==> config.mk <==
export PLATFORM = sky130hd
export DESIGN_NAME = cedc_core
export DESIGN_NICKNAME = d
export VERILOG_FILES = /design/src/include/cedc_pkg.sv /design/src/core/cedc_core.sv
export VERILOG_INCLUDE_DIRS = /design/src /design/src/include
export SDC_FILE = /design/constraint.sdc
export NUM_CORES = 1
export LEC_CHECK = 0
export BUFFER_PORTS_ARGS = -buffer_cell sky130_fd_sc_hd__buf_2
export CORE_AREA = 2 2 127 129
export DETAILED_ROUTE_END_ITERATION = 10
export DIE_AREA = 0 0 129 131
export GPL_TIMING_DRIVEN = 0
export HOLD_SLACK_MARGIN = 0.02
export PLACE_DENSITY = 0.92
export SYNTH_ARGS = -nofsm -noshare
export SYNTH_HDL_FRONTEND = slang
export SYNTH_SLANG_ARGS = --single-unit
==> constraint.sdc <==
create_clock -name clock_in -period 3.3 [get_ports clock_in]
set_input_delay 0.165 -clock clock_in [delete_from_list [all_inputs] [get_ports clock_in]]
set_output_delay 0.165 -clock clock_in [all_outputs]
set_load 0.005 [all_outputs]
==> src/include/cedc_params.svh <==
`ifndef CEDC_PARAMS_SVH
`define CEDC_PARAMS_SVH
// ---------------------------------------------
// register byte offsets
// ---------------------------------------------
`define CEDC_OFS_ECR    8'h00
`define CEDC_OFS_BSR    8'h04
`define CEDC_OFS_BCR    8'h08
`define CEDC_OFS_ALA    8'h0c
`define CEDC_OFS_ALB    8'h10
`define CEDC_OFS_TEST   8'h14
`define CEDC_OFS_PFCS   8'h18
`define CEDC_OFS_ROOT   8'h1c
// ---------------------------------------------
// field positions
// ---------------------------------------------
`define CEDC_ECR_DE     3
`define CEDC_ECR_PSE    4
`define CEDC_ECR_PAE    5
`define CEDC_ECR_MCE    6
`define CEDC_ECR_PGE    7
`define CEDC_BSR_RSV    12
`define CEDC_BCR_TYPE   16
`define CEDC_BP_NUM     4
// ---------------------------------------------
// writable masks, reset values, invalid codes and limits
// ---------------------------------------------
`define CEDC_ECR_MASK   32'h000000f8
`define CEDC_BSR_MASK   32'h0000e00f
`define CEDC_BCR_MASK   32'hffff27ff
`define CEDC_PFCS_MASK  32'h0000ffff
`define CEDC_ECR_RST    32'h00000000
`define CEDC_DESC_BAD0  8'h80
`define CEDC_DESC_BAD1  8'h00
`define CEDC_LEN_MAX    5'h0f
// ---------------------------------------------
// exception vectors
// ---------------------------------------------
`define CEDC_VEC_DE     8'h00
`define CEDC_VEC_UD     8'h06
`define CEDC_VEC_GP     8'h0d
`define CEDC_VEC_PF     8'h0e
`define CEDC_VEC_AC     8'h11
`define CEDC_VEC_MC     8'h12
`define CEDC_VEC_XF     8'h13
`endif

==> src/include/cedc_pkg.sv <==
package cedc_pkg;
    // register select after alias resolution
    typedef enum logic [2:0] {
        SEL_NONE, SEL_ECR, SEL_BSR, SEL_BCR,
        SEL_PFCS, SEL_ROOT, SEL_BADOP
    } cedc_sel_t;

    // kind of access seen by breakpoints
    typedef enum logic [1:0] {
        ACC_EXEC, ACC_WRITE, ACC_READ, ACC_IO
    } cedc_acc_t;

    typedef struct packed {
        logic        v;
        logic        cur;
        logic [7:0]  vec;
    } cedc_flt_t;

    typedef struct packed {
        logic               valid;
        logic               prot_mode;
        logic               paging;
        logic               desc_load;
        logic [7:0]         acc_rights;
        logic               desc_accessed;
        logic               pte_walk;
        logic               pte_rsvd;
        logic               mem_ref;
        logic               misalign;
        logic               align_chk;
        logic               div_op;
        logic               div_word;
        logic               div_zero;
        logic signed [31:0] div_q;
        logic               lock_bad;
        logic [4:0]         insn_len;
        logic [5:0]         float_exc;
        logic               hw_err;
        logic               task_sw;
        logic               tss16;
        logic [31:0]        new_root;
        logic               acc_valid;
        cedc_acc_t          acc_kind;
    } cedc_evt_t;

    typedef struct packed {
        logic [31:0] ecr;
        logic [31:0] bsr;
        logic [31:0] bcr;
        logic [31:0] pfcs;
        logic [31:0] root;
        logic [31:0] rdata;
        cedc_flt_t   reg_flt;
        cedc_flt_t   flt;
        logic        addr_hi;
        logic        pg_4m;
        logic        pg_2m;
        logic        tlb_flush;
        logic        keep_glob;
        logic        desc_bad;
        logic        desc_rmw;
        logic [3:0]  bp_hit;
    } cedc_st_t;
endpackage

==> src/core/cedc_core.sv <==
// Operation
// - extension flag with paging drives four extra lines, 36-bit addresses
// - keep-global flag spares global TLB entries on task switch or base write
// - large-page flag gives 4K/4M pages, or 4K/2M with extension
// - extension, global and large-page features only work in protected mode
// - descriptor access rights 80H or 00H are invalid
// - accessed-bit locked update only when the bit is still clear
// - status bit 12 ignores writes and reads zero
// - access type: 00 exec, 01 write, 10 io with extensions, 11 read/write
// - control bits 11, 12, 14, 15 always zero
// - extensions off: alias slots map to status and control
// - extensions on: alias slot access raises bad opcode
// - legacy test register access raises bad opcode
// - packed float error raises vector 19 and records conditions
// - hardware-error vector 18 only with check flag, clear at reset
// - writing one to a reserved special-register bit raises vector 13
// - reserved bit set in translation entry raises vector 14
// - unaligned reference with checking on raises vector 17
// - divide fault saves pointer to the divide itself
// - most negative quotient completes without divide fault
// - bad lock prefix use raises vector 6
// - instruction longer than 15 bytes raises vector 13
// - 16-bit task switch leaves the table root unchanged
// - extended control register resets to zero
`include "cedc_params.svh"
`timescale 1ns/1ps
`default_nettype none

module cedc_core (
    input  wire logic                clock_in,
    input  wire logic                reset_in,
    input  wire logic                ce_in,
    input  wire logic [7:0]          reg_addr_in,
    input  wire logic [31:0]         reg_wdata_in,
    input  wire logic                reg_wr_in,
    input  wire logic                reg_rd_in,
    input  wire cedc_pkg::cedc_evt_t evt_in,
    output logic [31:0]              reg_rdata_out,
    output cedc_pkg::cedc_flt_t      reg_flt_out,
    output cedc_pkg::cedc_flt_t      flt_out,
    output logic                     addr_hi_en_out,
    output logic                     pg_4m_out,
    output logic                     pg_2m_out,
    output logic                     tlb_flush_out,
    output logic                     tlb_keep_global_out,
    output logic                     desc_bad_out,
    output logic                     desc_rmw_out,
    output logic [3:0]               bp_hit_out,
    output logic [31:0]              root_out
);
    import cedc_pkg::*;

    cedc_st_t  st;
    cedc_st_t  next_st;
    cedc_sel_t sel;
    logic [3:0] hit;
    logic       ext_on;

    // ---------------------------------------------
    // decode helpers
    // ---------------------------------------------
    // address to register, alias slots folded in
    function automatic cedc_sel_t dec(input logic [7:0] a, input logic de);
        cedc_sel_t s;
        s = SEL_NONE;
        case (a)
            `CEDC_OFS_ECR:  s = SEL_ECR;
            `CEDC_OFS_BSR:  s = SEL_BSR;
            `CEDC_OFS_BCR:  s = SEL_BCR;
            `CEDC_OFS_ALA:  s = de ? SEL_BADOP : SEL_BSR;
            `CEDC_OFS_ALB:  s = de ? SEL_BADOP : SEL_BCR;
            `CEDC_OFS_TEST: s = SEL_BADOP;
            `CEDC_OFS_PFCS: s = SEL_PFCS;
            `CEDC_OFS_ROOT: s = SEL_ROOT;
            default:        s = SEL_NONE;
        endcase
        return s;
    endfunction

    // fault record builder
    function automatic cedc_flt_t mk(input logic [7:0] v);
        cedc_flt_t f;
        f.v   = 1'b1;
        f.cur = 1'b1;
        f.vec = v;
        return f;
    endfunction

    // quotient out of range for its size
    function automatic logic div_ovf(input logic signed [31:0] q,
                                     input logic w);
        logic o;
        if (w) begin
            o = (q > 32'sh00007fff) || (q < 32'shffff8000);
        end else begin
            o = (q > 32'sh0000007f) || (q < 32'shffffff80);
        end
        return o;
    endfunction

    assign sel    = dec(reg_addr_in, st.ecr[`CEDC_ECR_DE]);
    assign ext_on = st.ecr[`CEDC_ECR_DE];

    // ---------------------------------------------
    // breakpoint type match
    // ---------------------------------------------
    genvar gi;
    generate
        for (gi = 0; gi < `CEDC_BP_NUM; gi++) begin : g_bp
            logic [1:0] ty;
            logic       en;
            logic       m;
            assign ty = st.bcr[`CEDC_BCR_TYPE + 4*gi +: 2];
            assign en = st.bcr[2*gi] | st.bcr[2*gi+1];
            // type decode per field
            always_comb begin
                case (ty)
                    2'h0: m = evt_in.acc_kind == ACC_EXEC;
                    2'h1: m = evt_in.acc_kind == ACC_WRITE;
                    2'h2: m = ext_on &&
                              evt_in.acc_kind == ACC_IO;
                    default: m = evt_in.acc_kind == ACC_WRITE ||
                                 evt_in.acc_kind == ACC_READ;
                endcase
            end
            assign hit[gi] = evt_in.valid & evt_in.acc_valid & en & m;
        end
    endgenerate

    // ---------------------------------------------
    // next state
    // ---------------------------------------------
    always_comb begin
        next_st           = st;
        next_st.rdata     = 32'h00000000;
        next_st.reg_flt   = '0;
        next_st.flt       = '0;
        next_st.tlb_flush = 1'b0;
        next_st.desc_bad  = 1'b0;
        next_st.desc_rmw  = 1'b0;
        next_st.bp_hit    = 4'h0;

        // mode outputs, gated by protected mode
        next_st.addr_hi = st.ecr[`CEDC_ECR_PAE] & evt_in.paging &
                          evt_in.prot_mode;
        next_st.pg_4m   = st.ecr[`CEDC_ECR_PSE] & evt_in.prot_mode &
                          ~st.ecr[`CEDC_ECR_PAE];
        next_st.pg_2m   = st.ecr[`CEDC_ECR_PSE] & evt_in.prot_mode &
                          st.ecr[`CEDC_ECR_PAE];
        next_st.keep_glob = st.ecr[`CEDC_ECR_PGE] &
                            evt_in.prot_mode;

        // register writes
        if (reg_wr_in) begin
            case (sel)
                SEL_ECR: begin
                    if ((reg_wdata_in & ~`CEDC_ECR_MASK) != 32'h0) begin
                        next_st.reg_flt = mk(`CEDC_VEC_GP);
                    end else begin
                        next_st.ecr = reg_wdata_in;
                    end
                end
                SEL_BSR: next_st.bsr = reg_wdata_in & `CEDC_BSR_MASK;
                SEL_BCR: next_st.bcr = reg_wdata_in & `CEDC_BCR_MASK;
                SEL_PFCS: begin
                    if ((reg_wdata_in & ~`CEDC_PFCS_MASK) != 32'h0) begin
                        next_st.reg_flt = mk(`CEDC_VEC_GP);
                    end else begin
                        next_st.pfcs = reg_wdata_in;
                    end
                end
                SEL_ROOT: begin
                    next_st.root      = reg_wdata_in;
                    next_st.tlb_flush = 1'b1;
                end
                SEL_BADOP: next_st.reg_flt = mk(`CEDC_VEC_UD);
                default: next_st.rdata = 32'h00000000;
            endcase
        end

        // register reads
        if (reg_rd_in) begin
            case (sel)
                SEL_ECR:   next_st.rdata = st.ecr;
                SEL_BSR:   next_st.rdata = st.bsr;
                SEL_BCR:   next_st.rdata = st.bcr;
                SEL_PFCS:  next_st.rdata = st.pfcs;
                SEL_ROOT:  next_st.rdata = st.root;
                SEL_BADOP: next_st.reg_flt = mk(`CEDC_VEC_UD);
                default:   next_st.rdata = 32'h00000000;
            endcase
        end

        // checks on the current instruction
        if (evt_in.valid) begin
            // descriptor load handling
            if (evt_in.desc_load) begin
                next_st.desc_bad = evt_in.acc_rights == `CEDC_DESC_BAD0 ||
                                   evt_in.acc_rights == `CEDC_DESC_BAD1;
                next_st.desc_rmw = !next_st.desc_bad &&
                                   !evt_in.desc_accessed;
            end
            // fault priority, decode faults first
            if (evt_in.lock_bad) begin
                next_st.flt = mk(`CEDC_VEC_UD);
            end else if (evt_in.insn_len > `CEDC_LEN_MAX) begin
                next_st.flt = mk(`CEDC_VEC_GP);
            end else if (evt_in.pte_walk && evt_in.pte_rsvd) begin
                next_st.flt = mk(`CEDC_VEC_PF);
            end else if (evt_in.mem_ref && evt_in.misalign &&
                         evt_in.align_chk) begin
                next_st.flt = mk(`CEDC_VEC_AC);
            end else if (evt_in.div_op && (evt_in.div_zero ||
                         div_ovf(evt_in.div_q, evt_in.div_word))) begin
                next_st.flt = mk(`CEDC_VEC_DE);
            end else if (evt_in.float_exc != 6'h00) begin
                next_st.flt = mk(`CEDC_VEC_XF);
            end else if (evt_in.hw_err && st.ecr[`CEDC_ECR_MCE]) begin
                next_st.flt = mk(`CEDC_VEC_MC);
            end
            // float conditions recorded, set beats clear
            next_st.pfcs[5:0] = next_st.pfcs[5:0] | evt_in.float_exc;
            // task switch flush and root load
            if (evt_in.task_sw) begin
                next_st.tlb_flush = 1'b1;
                if (!evt_in.tss16) begin
                    next_st.root = evt_in.new_root;
                end
            end
        end

        // breakpoint hits, sticky status, set beats clear
        next_st.bp_hit   = hit;
        next_st.bsr[3:0] = next_st.bsr[3:0] | hit;
    end

    // ---------------------------------------------
    // state register
    // ---------------------------------------------
    always_ff @(posedge clock_in) begin
        if (reset_in) begin
            st     <= '0;
            st.ecr <= `CEDC_ECR_RST;
        end else if (ce_in) begin
            st <= next_st;
        end
    end

    // outputs straight from state
    assign reg_rdata_out       = st.rdata;
    assign reg_flt_out         = st.reg_flt;
    assign flt_out             = st.flt;
    assign addr_hi_en_out      = st.addr_hi;
    assign pg_4m_out           = st.pg_4m;
    assign pg_2m_out           = st.pg_2m;
    assign tlb_flush_out       = st.tlb_flush;
    assign tlb_keep_global_out = st.keep_glob;
    assign desc_bad_out        = st.desc_bad;
    assign desc_rmw_out        = st.desc_rmw;
    assign bp_hit_out          = st.bp_hit;
    assign root_out            = st.root;
endmodule

`default_nettype wire

; ---- Yosys cells after proc, flatten, opt, wreduce, memory -nomap -nowiden
; Index checks and enable logic that the tools add are counted.
[totals]
latchBits = 0
mem_count = 0
mem_bits_rw = 0
rom_bits = 0
register_bits = 194
[op_classes]
n_eq_ne = 25
shifts = 0
n_div = 0
bitwise = 24
mul = 0
n_addsub = 0
reduce_logical = 28
mux = 42
n_lt_le_gt_ge = 5
[ops]
columns = operator, n
row1 = 32-bit 2-to-1 mux, 6
row2 = 32-bit one-hot mux with 6 select lines, 1
row3 = 142-bit 2-to-1 mux, 1
row4 = 10-bit 2-to-1 mux, 11
row5 = 32-bit nonzero test, 2
row6 = 42-bit 2-to-1 mux, 1
row7 = 38-bit 2-to-1 mux, 1
row8 = 8-bit by 5-bit == test with 1-bit output (second input constant), 4
row9 = 32-bit by 16-bit greater-than comparator with 1-bit output (second input constant), 1
row10 = 32-bit by 8-bit greater-than comparator with 1-bit output (second input constant), 1
row11 = 32-bit by 16-bit less-than comparator with 1-bit output (second input constant), 1
row12 = 32-bit by 8-bit less-than comparator with 1-bit output (second input constant), 1
row13 = 10-bit one-hot mux with 3 select lines, 1
row14 = 3-bit one-hot mux with 8 select lines, 1
row15 = 8-bit by 4-bit == test with 1-bit output (second input constant), 2
row16 = 8-bit logical NOT, 2
row17 = 1-bit bitwise AND, 15
row18 = 2-bit == test (second input constant), 6
row19 = 1-bit one-hot mux with 3 select lines, 4
row20 = 2-bit by 1-bit == test with 1-bit output (second input constant), 5
row21 = 2-bit logical NOT, 5
row22 = 1-bit 2-to-1 mux, 10
row23 = 3-bit == test (second input constant), 3
row24 = 8-bit by 3-bit == test with 1-bit output (second input constant), 1
row25 = other kinds (17), 38

; ---- Longest topological paths before layout
[logic_depth]
word_depth = 16
mapped_depth = 8

; ---- Worst setup path before layout
; OpenSTA, ideal clock, no wires.
[synth_path]
path_type = input-to-reg
start = input port reg_wdata_in[27]
end = register st[192] (netlist bit)
arrival_ps = 1585
stages = 6
setup_slack_ps = 1602
path_buffers = 1
cell_sequence = nor4_4 nand4_4 nor4_4 nor2_4 buf_6 and2_4
[synth_via]
elab_chain_cells = 3
[synth_lines]
columns = item, line
row1 = from (decl), cedc_core.sv:34  ; input wire logic [31:0] reg_wdata_in,
row2 = 32-bit nonzero test, cedc_core.sv:157  ; if ((reg_wdata_in & ~`CEDC_ECR_MASK) != 32'h0) begin
row3 = 1-bit NOT (no line), --
row4 = 4-bit AND reduction (no line), --
row5 = to (signal assigned), cedc_core.sv:245  ; st <= next_st;
row6 = to (decl), cedc_core.sv:53  ; cedc_st_t st;
; No other way between the ends.
; A chain may end at the register's enable or synchronous reset.

; ---- Final worst setup path
[layout_path]
start = input port reg_wdata_in[17]
end = register st[118] (netlist bit)
[layout_via]
elab_chain_cells = 3
[layout_lines]
columns = item, line
row1 = 32-bit nonzero test, cedc_core.sv:166  ; if ((reg_wdata_in & ~`CEDC_PFCS_MASK) != 32'h0) begin
row2 = 1-bit NOT (no line), --
row3 = 4-bit AND reduction (no line), --
; No other way between the ends.

==> impl_metrics.csv <==
group,metric,value,unit
run_status,outcome,"completed",
cells_and_area,layout.nets,1362,
setup_path,crit_chain,"dlygate4sd3_1 > buf_2 > nor4_4 > nand4_4 > nor3_4 > nor2_1 > clkbuf_1 > and2_1",
setup_path,critPathSlowestCell,"dlygate4sd3_1",
floorplan,initial_utilization,0.544,
sta,worstMarginPinSlew,0.820,ns
setup_path,crit_type,"primary input to flop",
pwr,p_seq_frac,0.475,
floorplan,die_h,131,microns
pwr,power.density,444,mW/mm^2
sta,finalHoldViolCount,0,
pwr,power.switching,1.19,mW
clocking,clkTransAtPathRegs,0.07,ns
detailed_routing,vias,8557,
yosys,synth.avg_cell_area,8.97,sq um
setup_path,cp-start-kind,"primary input",
floorplan,io_pins,243,
setup_path,startpoint,"reg_wdata_in[17]",
placed_design,place.gp.congestion,0.982,
sta,slew_violations,0,
sta,period_share,0.727,
yosys,synthArstFlopShare,0,
pwr,power_switching_share,0.250,
placed_design,io_buffers,218,
detailed_routing,firstDrtPassIters,6,
setup_path,max_stage_delay,0.55,ns
floorplan,fp.dieArea,0.0169,sq mm
sta,fin_crit,2.40,ns
pwr,finalPower,4.74,mW
yosys,yosysTopAreaCellShare,0.431,
detailed_routing,antenna_left,0,
setup_path,end_kind,"flop",
global_routing,grt_pass1_vias,7985,
sta,rsz0062_at_grt,"false",
floorplan,die_w,129,microns
detailed_routing,wl_per_cell,19.5,microns
floorplan,num_rows,46,
yosys,synthTopCellsByCount,"dfxtp_1, nand2_1, a21oi_1",
pwr,leakage,4.47,nW
sta,fin_ws,0.901,ns
pwr,p_int,3.55,mW
clocking,numCtsBuffers,17,
detailed_routing,drt_iter0_drc,1058,
sta,fin_skew,0.0137,ns
clocking,cts_root_buffer,"clkbuf_16",
min_path,hp-class,"primary input to flop",
global_routing,grt_pass1_wl,42.4,mm
global_routing,track_usage,0.329,
yosys,synth.ff_latch_count,183,
clocking,ctsResizeCount,0,
setup_path,r2r-start,"ext_on$_SDFFE_PP0P_",
sta,setup_viol,0,
yosys,netlist_instances,947,
yosys,yosysMostFrequentCell,"dfxtp_1",
sta,tns,0,ns
clocking,cts_tree,"yes",
pwr,peakVddDrop,395,uV
placed_design,placed_cells,1387,
placed_design,dp_slack,0.871,ns
detailed_routing,via_per_inst,5.95,
clocking,htreeDepth,4,
cells_and_area,design_area,0.0107,sq mm
detailed_routing,drc,0,
cells_and_area,syn2layout_area_growth,25.7,%
cells_and_area,drive_gt1_frac,0.329,
detailed_routing,wirelength,28.1,mm
setup_path,worstPathMaxFanout,10,
placed_design,placed_cell_area,0.00988,sq mm
yosys,ys_seq_area_frac,0.431,
job,cap_violations,0,
sta,fmax,417,MHz
yosys,netlist_top_cells_area,"dfxtp_1, buf_4, a21oi_1, a22oi_1, nand2_1",
setup_path,critPathArrivalTime,2.73,ns
yosys,synth_edf_count,0,
pwr,power_frac_comb,0.087,
clocking,clk_latency,0.44,ns
placed_design,hpwl,20.0,mm
cells_and_area,n_antenna_cell,0,
sta,slew_headroom,0.453,
yosys,yosys.area.top_type,"dfxtp_1",
cells_and_area,stdcell_count,1439,
clocking,numClockSinks,183,
setup_path,required,3.63,ns
global_routing,grt_start_max_net_pins,17,
global_routing,grt.overflow.total,0,
clocking,postCtsSetupRepairBufs,0,
pwr,p_clk_frac,0.438,
floorplan,core_area,0.0156,sq mm
yosys,synth_flop_cell,"dfxtp_1",
global_routing,antenna_found_initial,0,
clocking,hold_buffers,21,
clocking,clockBufferDepth,2,
yosys,ys_types,60,
min_path,hp-start,"evt_in[36]",
yosys,syn_area,0.00849,sq mm
yosys,ys_warn_count,0,
## path summary, 6_finish.rpt
path                                              endpoint  slack (ns)  cells after the start
worst max-delay path                  st[118]$_SDFFE_PP0P_        0.90                      8
worst min-delay path            tlb_flush_out$_SDFFE_PP0P_        0.02                      3
worst max register to register        st[150]$_SDFFE_PP0P_        1.12                      7
worst min register to register        st[158]$_SDFFE_PP0P_        0.46                      2
## stage by stage
stage	utilization	hold slack, ns
global placement	0.633	0.432
floorplan	-	0.301
detailed placement	0.633	0.444
CTS	0.684	0.0216
finish	0.684	0.0216
global route	0.684	0.0288
## layout make-up
class	instances	area, sq um
Inverter	7	26.3
Timing Repair Buffer	239	1300
Tap cell	216	270
Buffer	157	963
Multi-Input combinational cell	606	3860
Fill cell	1217	4920
Clock inverter	12	144
Sequential cell	183	3660
Clock buffer	19	443
## critical path: cells and delay by family
family	cells	cell delay, ns
simple gates	5	1.58
buf+inv	3	0.98
## power groups by stage
stage	Combinational [mW]	Clock [mW]	Sequential (mW)
after floorplan	0.179	0	2.29
after global placement	0.368	0	2.30
after detailed placement	0.376	0	2.30
after CTS	0.398	2.06	2.25
after global routing	0.438	2.15	2.25
final	0.413	2.07	2.25
## layer usage
metal	share of wire	vias up	GRT usage
li1	-	3861	-
met1	0.40	4030	0.429
met2	0.46	583	0.534
met3	0.10	83	0.0627
met4	0.034	0	0.146
met5	0	-	0
## sequential cells by signal, indices dropped and copies added, names as in the netlist
register and cells:
bp_hit_out 4, addr_hi_en_out 1, st 90, reg_flt_out 3, desc_rmw_out 1, pg_4m_out 1
tlb_flush_out 1, reg_rdata_out 32, tlb_keep_global_out 1, ext_on 1, root_out 32, desc_bad_out 1
flt_out 6, g_bp.ty 8, pg_2m_out 1
## cell usage in the layout (no fill, tap or decap), types with 22 or more instances in the layout
master,synthesis,layout
mux2i_1,27,27
a22oi_1,54,54
clkbuf_1,35,36
and2_1,22,22
nand2_1,101,101
buf_4,89,89
dfxtp_1,183,183
a22o_1,26,26
buf_2,20,238
nor2_1,44,44
o22ai_1,32,32
a21oi_1,90,90
o21ai_0,54,54
## logic make-up after synthesis
kind of cell,count (synthesis),share of synthesized area
and+or+nand+nor,262,0.174
other,1,0.000442
buffers and inverters,164,0.117
adders and majority gates,3,0.00442
AOI/OAI and AO/OA,302,0.229
xor gates and xnor gates,1,0.00103
muxes,31,0.0424
DFF,183,0.431
No activity file was read; power rests on OpenSTA's default activity.
